[src/hdl/mtap_pkg.sv]
package mtap_pkg;

  // ==========================================================================
  // Memory type encodings
  typedef enum logic [1:0] {
    MTAP_MT_NORMAL = 2'h0,
    MTAP_MT_DEVICE = 2'h1
  } mtap_mtype_t;

  typedef enum logic [1:0] {
    MTAP_CC_NONCACHE = 2'h0,
    MTAP_CC_WT       = 2'h1,
    MTAP_CC_WB_WA    = 2'h2,
    MTAP_CC_WB_NOWA  = 2'h3
  } mtap_cclass_t;

  typedef enum logic [1:0] {
    MTAP_SZ_BYTE = 2'h0,
    MTAP_SZ_HALF = 2'h1,
    MTAP_SZ_WORD = 2'h2
  } mtap_size_t;

  localparam int unsigned MTAP_AW = 32;
  localparam int unsigned MTAP_DW = 32;
  localparam logic [1:0] MTAP_HALF_MASK = 2'h1;
  localparam logic [1:0] MTAP_WORD_MASK = 2'h3;
  localparam logic [1:0] MTAP_WORD_STEP = 2'h1;
  localparam logic [1:0] MTAP_NEXT_WORD_INC = 2'h0;
  localparam logic [MTAP_AW-1:0] MTAP_WORD_BYTES = 32'h0000_0004;

  // ==========================================================================
  // Region attributes, supplied by the region lookup
  typedef struct packed {
    mtap_mtype_t  mtype;
    logic         shareable;
    logic         writable;
    mtap_cclass_t cclass;
  } mtap_attr_t;

  // Request from the load/store unit
  typedef struct packed {
    logic [MTAP_AW-1:0] addr;
    logic [MTAP_DW-1:0] wdata;
    mtap_size_t         size;
    logic               write;
    logic               spec;
    logic               excl;
    logic               multi;
  } mtap_req_t;

  // Transaction presented to the memory system
  typedef struct packed {
    logic [MTAP_AW-1:0] addr;
    logic [MTAP_DW-1:0] wdata;
    mtap_size_t         size;
    logic               write;
    logic               excl;
    logic               atomic;
    logic               cache_alloc;
    logic               cache_lookup;
    logic               coherent;
    logic               excl_global;
    logic               prefetch;
    logic               merged;
    mtap_attr_t         attr;
  } mtap_txn_t;

  // Reasons an access is refused
  typedef struct packed {
    logic ro_write;
    logic dev_unaligned;
    logic dev_spec;
  } mtap_fault_t;

endpackage

[src/hdl/mtap_access_policy.sv]
`timescale 1ns/100ps

// Operation
// - Normal reads may be reissued; target is side-effect free.
// - Normal regions may be prefetched ahead of demand.
// - Normal writes reissued only while location is unchanged.
// - Misaligned accesses to Normal memory are passed through.
// - Normal accesses may be merged into fewer transactions.
// - Writable/read-only (Normal regions only) and shareable attributes are honoured.
// - Non-shareable Normal needs no hardware-coherent caching.
// - Non-shareable exclusive monitoring considers only the local processor.
// - Shareable Normal caching must be invisible to all observers.
// - Shareable exclusive monitoring covers every observer in the domain.
// - Shareable coherency met by not caching or by hardware coherency.
// - Each Normal region has exactly one cacheability class.
// - Cacheability decoded apart from shareability; shareable may stay uncached.
// - Device accesses keep program size and program count.
// - Device accesses are never issued twice.
// - No speculative access to Device regions.
// - Device regions are non-cacheable, no lookup or allocation.
// - Device writes buffered; merging keeps count, order and size.
// - Repeated Device accesses to one address are never coalesced.
// - Interrupted multi-access instructions may be restarted and repeat accesses.
// - Misaligned Device accesses are refused as unsupported.
// - Device regions carry shareability; non-shareable stays local.
// - Aligned byte, halfword and word accesses are single transfers.
module mtap_access_policy #(
  parameter bit SHARE_COHERENT = 1'b0
) (
  input  wire logic               clk,
  input  wire logic               rst,
  input  wire logic               ce,
  input  wire logic               req_valid,
  input  mtap_pkg::mtap_req_t     req,
  input  mtap_pkg::mtap_attr_t    req_attr,
  input  wire logic               restart,
  input  wire logic               merge_en,
  input  wire logic               prefetch_en,
  input  wire logic               mem_ready,
  output logic                    req_ready,
  output logic                    txn_valid,
  output mtap_pkg::mtap_txn_t     txn,
  output logic                    fault_valid,
  output mtap_pkg::mtap_fault_t   fault,
  output logic                    dev_issue_done
);
  import mtap_pkg::*;

  // ==========================================================================
  // Request classification
  logic       is_dev;
  logic       misaligned;
  logic       cacheable;
  logic       ro_hit;
  logic       take;
  logic       can_merge;
  logic       do_pf;
  mtap_txn_t  txn_next;
  mtap_txn_t  pf_txn;
  logic       pf_cacheable;
  mtap_fault_t fault_next;

  // Device issue tracking: one outstanding device access, never replayed
  logic               dev_busy_reg;
  logic [MTAP_AW-1:0] last_waddr_reg;
  logic               last_wvalid_reg;
  logic [MTAP_AW-1:0] pf_addr_reg;
  logic               pf_pend_reg;
  mtap_attr_t         pf_attr_reg;

  always_comb begin
    is_dev     = (req_attr.mtype == MTAP_MT_DEVICE);
    unique case (req.size)
      MTAP_SZ_HALF: misaligned = |(req.addr[1:0] & MTAP_HALF_MASK);
      MTAP_SZ_WORD: misaligned = |(req.addr[1:0] & MTAP_WORD_MASK);
      default:      misaligned = 1'b0;
    endcase
    // Shareable data stays uncached unless hardware coherency exists
    cacheable  = !is_dev && (req_attr.cclass != MTAP_CC_NONCACHE)
                 && (!req_attr.shareable || SHARE_COHERENT);
    ro_hit     = req.write && !req_attr.writable && !is_dev;
    fault_next.ro_write      = ro_hit;
    fault_next.dev_unaligned = is_dev && misaligned;
    fault_next.dev_spec      = is_dev && req.spec;
  end

  // A request is taken only when the output slot is free
  always_comb begin
    req_ready = ce && !(txn_valid && !mem_ready) && !dev_busy_reg && !pf_pend_reg;
    take      = req_valid && req_ready;
  end

  // Merging only for consecutive Normal words of a multi-access write
  always_comb begin
    can_merge = merge_en && !is_dev && req.write && req.multi
                && last_wvalid_reg && (req.addr == last_waddr_reg + MTAP_WORD_BYTES)
                && (req.size == MTAP_SZ_WORD);
    do_pf     = prefetch_en && !is_dev && !req.write && !req.excl;
  end

  always_comb begin
    txn_next              = '0;
    txn_next.addr         = req.addr;
    txn_next.wdata        = req.wdata;
    txn_next.size         = req.size;
    txn_next.write        = req.write;
    txn_next.excl         = req.excl;
    txn_next.atomic       = !misaligned;
    txn_next.cache_lookup = cacheable;
    txn_next.cache_alloc  = cacheable && (!req.write || req_attr.cclass == MTAP_CC_WB_WA);
    txn_next.coherent     = req_attr.shareable && !is_dev;
    txn_next.excl_global  = req.excl && req_attr.shareable;
    txn_next.merged       = can_merge;
    txn_next.attr         = req_attr;
  end

  // Prefetch of the next word, Normal only; an extra read there has no side effect
  always_comb begin
    pf_cacheable        = (pf_attr_reg.cclass != MTAP_CC_NONCACHE)
                          && (!pf_attr_reg.shareable || SHARE_COHERENT);
    pf_txn              = '0;
    pf_txn.addr         = pf_addr_reg;
    pf_txn.size         = MTAP_SZ_WORD;
    pf_txn.prefetch     = 1'b1;
    pf_txn.atomic       = 1'b1;
    pf_txn.cache_lookup = pf_cacheable;
    pf_txn.cache_alloc  = pf_cacheable;
    pf_txn.coherent     = pf_attr_reg.shareable;
    pf_txn.attr         = pf_attr_reg;
  end

  // ==========================================================================
  // Output transaction register
  always_ff @(posedge clk or posedge rst) begin
    if (rst) begin
      txn_valid <= 1'b0;
      txn       <= '0;
    end else if (ce) begin
      if (take && !(|fault_next)) begin
        txn_valid <= 1'b1;
        txn       <= txn_next;
      end else if (pf_pend_reg && (!txn_valid || mem_ready)) begin
        txn_valid <= 1'b1;
        txn       <= pf_txn;
      end else if (mem_ready) begin
        txn_valid <= 1'b0;
      end
    end
  end

  // Pending prefetch, queued behind a Normal demand read
  always_ff @(posedge clk or posedge rst) begin
    if (rst) begin
      pf_pend_reg <= 1'b0;
      pf_addr_reg <= '0;
      pf_attr_reg <= '0;
    end else if (ce) begin
      if (take && !(|fault_next) && do_pf) begin
        pf_pend_reg <= 1'b1;
        pf_addr_reg <= {req.addr[MTAP_AW-1:2], 2'h0} + MTAP_WORD_BYTES;
        pf_attr_reg <= req_attr;
      end else if (pf_pend_reg && (!txn_valid || mem_ready)) begin
        pf_pend_reg <= 1'b0;
      end
    end
  end

  // ==========================================================================
  // Merge tracking; a restart breaks the chain so replayed words stand alone
  always_ff @(posedge clk or posedge rst) begin
    if (rst) begin
      last_wvalid_reg <= 1'b0;
      last_waddr_reg  <= '0;
    end else if (ce) begin
      if (restart) begin
        last_wvalid_reg <= 1'b0;
      end else if (take) begin
        last_wvalid_reg <= req.write && req.multi && !is_dev && !(|fault_next);
        last_waddr_reg  <= req.addr;
      end
    end
  end

  // ==========================================================================
  // Device access holds until accepted; never reissued on its own
  always_ff @(posedge clk or posedge rst) begin
    if (rst) begin
      dev_busy_reg   <= 1'b0;
      dev_issue_done <= 1'b0;
    end else if (ce) begin
      dev_issue_done <= 1'b0;
      if (take && is_dev && !(|fault_next)) begin
        dev_busy_reg <= 1'b1;
      end else if (dev_busy_reg && txn_valid && mem_ready) begin
        dev_busy_reg   <= 1'b0;
        dev_issue_done <= 1'b1;
      end
    end
  end

  // ==========================================================================
  // Refusals
  always_ff @(posedge clk or posedge rst) begin
    if (rst) begin
      fault_valid <= 1'b0;
      fault       <= '0;
    end else if (ce) begin
      fault_valid <= take && (|fault_next);
      fault       <= take ? fault_next : '0;
    end
  end

endmodule

[config.mk]
export PLATFORM = sky130hd
export DESIGN_NAME = mtap_access_policy
export DESIGN_NICKNAME = d
export VERILOG_FILES = /design/src/hdl/mtap_pkg.sv /design/src/hdl/mtap_access_policy.sv
export SDC_FILE = /design/constraint.sdc
export NUM_CORES = 1
export LEC_CHECK = 0
export BUFFER_PORTS_ARGS = -buffer_cell sky130_fd_sc_hd__buf_2
export CAP_MARGIN = 5
export CELL_PAD_IN_SITES_DETAIL_PLACEMENT = 1
export CELL_PAD_IN_SITES_GLOBAL_PLACEMENT = 2
export CORE_MARGIN = 5
export CORE_UTILIZATION = 33
export DETAILED_ROUTE_END_ITERATION = 8
export PLACE_DENSITY_LB_ADDON = 0.1
export SETUP_SLACK_MARGIN = 0.15
export SKIP_LAST_GASP = 1
export SLEW_MARGIN = 20
export SYNTH_ARGS = -nofsm -noshare
export SYNTH_HDL_FRONTEND = slang
export SYNTH_SLANG_ARGS = --single-unit
[constraint.sdc]
create_clock -name clk -period 6.1 [get_ports clk]
set_input_delay 0 -clock clk [delete_from_list [all_inputs] [get_ports clk]]
set_output_delay 0 -clock clk [all_outputs]
set_load 0.05 [all_outputs]
==> metrics <==
Final Hold Viols 0; Synth Flop Type dfrtp_1; IO Port Bufs 171; Hold Crit Class primary input to flip-flop; Netlist cell types 60; Max IR drop VDD 0.000207 V; Core Area 24200 µm²; Die Y 166 µm; fraction of registers with async set/reset 1.00; Worst setup EP type flip-flop; worst-margin pin slew 1030 ps; worst-skew pair later-pin latency 430 ps; HP Start mem_ready; FF/Latch Area 3950 µm²; R2R depth 7; synth top area cells dfrtp_1 49%, nand2_1 8.4%, mux2_2 5.0%; vias in the first global route 7393; R2R Path Start txn_valid; clock group share of total power 0.205; Total Wirelength 24300 µm; crit-path leading delay family simple AND/OR/NAND/NOR gates; Area Growth Syn to Fin 30.5%; largest area contributor in the netlist dfrtp_1; Slowest-stage cell, CP nor2_4; CTS Buf Count 17; layout filler cell count 2876; RSZ-0062 raised after global routing false; Final Setup Violations 0; share of the synthesized area in the top cell type 0.489; Post-synth EDFFs 0; WHS Endpoint dev_busy_reg; nature of the critical path startpoint flip-flop; global route overflow 0; Gate power share 0.438; # DRC 0; routability cong. 0.786; Die Wd 166 µm; DRT iter0 DRCs 286; PwrDens 504 nW/µm²; Switching Power 2.49 mW; clk buf depth 2; Synth Instances 894; min Tclk post-route 3460 ps; Seq pwr share 0.357; Wirelength per Cell 16.9 µm; largest net degree at the start of global routing 97; layout cells sized above 1 0.234; sequential element share of the synthesized area 0.489; Mean Syn Cell Area 9.04 µm²; via count of the routed design 7101; Worst-path clk slew 70 ps; #FFs+latches synth 158; antenna violations before repair 1; drt first pass iters 4; vias per inst 4.92; Sink Count 158; fin. max-slew vios 0; post-synthesis net count 982; period utilization 0.568; YS warnings 0; CTS tree built; worst rel slew slack 0.312; post-route cell area 10500 µm²; setup TNS 0 ps; I/O pins 172; FP Rows 57; CP Max Fanout 36; H-Tree Depth 4; FMAX 289 MHz; final cell count without fillers 1444; Antenna Nets Post-Route 0; fin util 0.435; r2r setup slk 2640 ps; CTS Root Buffer Type clkbuf_16; HPWL Detailed 16800 µm; outcome complete, no violations; multi-input combinational cell area 3810 µm²; Placed Cells 1329; switching share of total power 0.468; total track usage 0.177; Initial Utilization 0.333; Max Clock Skew 14.1 ps; Internal Power 2.83 mW; placed cell areas 9130 µm²; Max-Cap Viols 0; DIE AREA 27700 µm²; Crit path largest cell delay 850 ps; WP buf/inv 2; data arrival time of the worst path 3820 ps; CP required 6460 ps; global-route wire length before repair 40600 µm; CP Cell Sequence a2111oi_4, nand2_1, nor2_4, nand4_1, dlygate4sd3_1, nand2_1, dlygate4sd3_1; Post-Syn Area 8080 µm²; max FFs per register 81; Design Power 5.32 mW; critical path class flip-flop to flip-flop; # nets final 1194; R2R Path End last_wvalid_reg; Worst Hold Depth 4; Pleak 4.61 nW
## tightest hold or removal path: stages
cell and delay, ps:
buf_2 120, inv_1 130, o31ai_1 100, o21ai_0 70
## layout make-up
type                            instances  area share
Tap cell                              324      0.0384
Inverter                               16     0.00617
Clock inverter                         14      0.0150
Sequential cell                       158       0.375
Timing Repair Buffer                  259       0.163
Clock buffer                           18      0.0407
Multi-Input combinational cell        654       0.361
Antenna cell                            1    0.000237
## cells in the mapped netlist, types with 4 or more instances
cell and number:
clkbuf_1 52, nand2_1 180, nand2b_1 5, and3_1 6, inv_1 15, xor2_1 29
dfrtp_1 158, nor3_1 10, a21oi_1 38, ha_1 4, mux2_2 36, nor4_1 8
o21ai_0 58, buf_2 5, nor2_1 96, nand3_1 24, xnor2_1 39, a31oi_1 39
buf_1 4, a211oi_1 5, nand4_1 20, buf_4 4
## per-stage QoR
stage / hold WS, ps / setup WS, ps
floorplan: 84.7 / 1840
global placement: 201 / 3280
detailed placement: 211 / 3160
CTS: 4.50 / 2640
global route: 65.6 / 2410
finish: 32.1 / 2640
## logic make-up (layout without fill, tap and decap cells)
family / count (synthesis) / in the layout / synth area share
AND/OR/NAND/NOR: 377 / 377 / 0.210
AO/OA/AOI/OAI: 167 / 167 / 0.126
flip-flops: 158 / 158 / 0.489
buffers and inverters: 82 / 307 / 0.0421
XOR/XNOR: 68 / 68 / 0.0737
multiplexers: 38 / 38 / 0.0526
adder cells (fa/ha/maj): 4 / 4 / 0.00619
other: 0 / 1 / 0
## power groups by stage
stage | Combinational (mW) | Sequential, mW | Clock, mW
finish | 2.33 | 1.90 | 1.09
global route | 2.51 | 1.98 | 1.16
CTS | 2.36 | 1.90 | 1.12
detailed placement | 2.31 | 1.92 | 0
global placement | 2.30 | 1.91 | 0
floorplan | 0.865 | 2.76 | 0
## cells in the final DEF, fill, tap and decap left out, types with 4 or more instances in the layout
cell type and instances:
a211oi_1 5, a21oi_1 38, a31oi_1 39, and3_1 6
buf_2 171, buf_4 6, clkbuf_16 17, dfrtp_1 158
dlygate4sd3_1 82, ha_1 4, inv_1 14, inv_6 7
mux2_2 36, nand2_1 180, nand2b_1 5, nand3_1 24
nand4_1 20, nor2_1 93, nor3_1 10, nor4_1 8
o21ai_0 58, xnor2_1 39, xor2_1 29
## layer usage
layer  global-route usage  vias up  share of wire
met4               0.0534        0          0.017
li1                     -     3486              -
met1                0.248     3472           0.49
met5                    0        -              0
met2                0.286      122           0.47
met3               0.0263       21          0.026
## how the worst max path moves through the flow
stage,start,end,slack (ps),depth (start not counted)
2_1_floorplan,rst,dev_busy_reg,1840,1
3_3_place_gp,txn_valid,txn[6],3280,7
3_5_place_dp,txn_valid,txn[6],3160,7
4_1_cts,txn_valid,last_wvalid_reg,2640,7
5_1_grt,txn_valid,last_wvalid_reg,2410,7
6_report,txn_valid,last_wvalid_reg,2640,7
## what timing repair did
item | CTS | global route
hold endpoints to repair | 238 | 0
hold buffers | 82 | 0
resized for setup | 0 | 0
buffers inserted | 0 | 0
No activity file was read; power rests on OpenSTA's default activity.
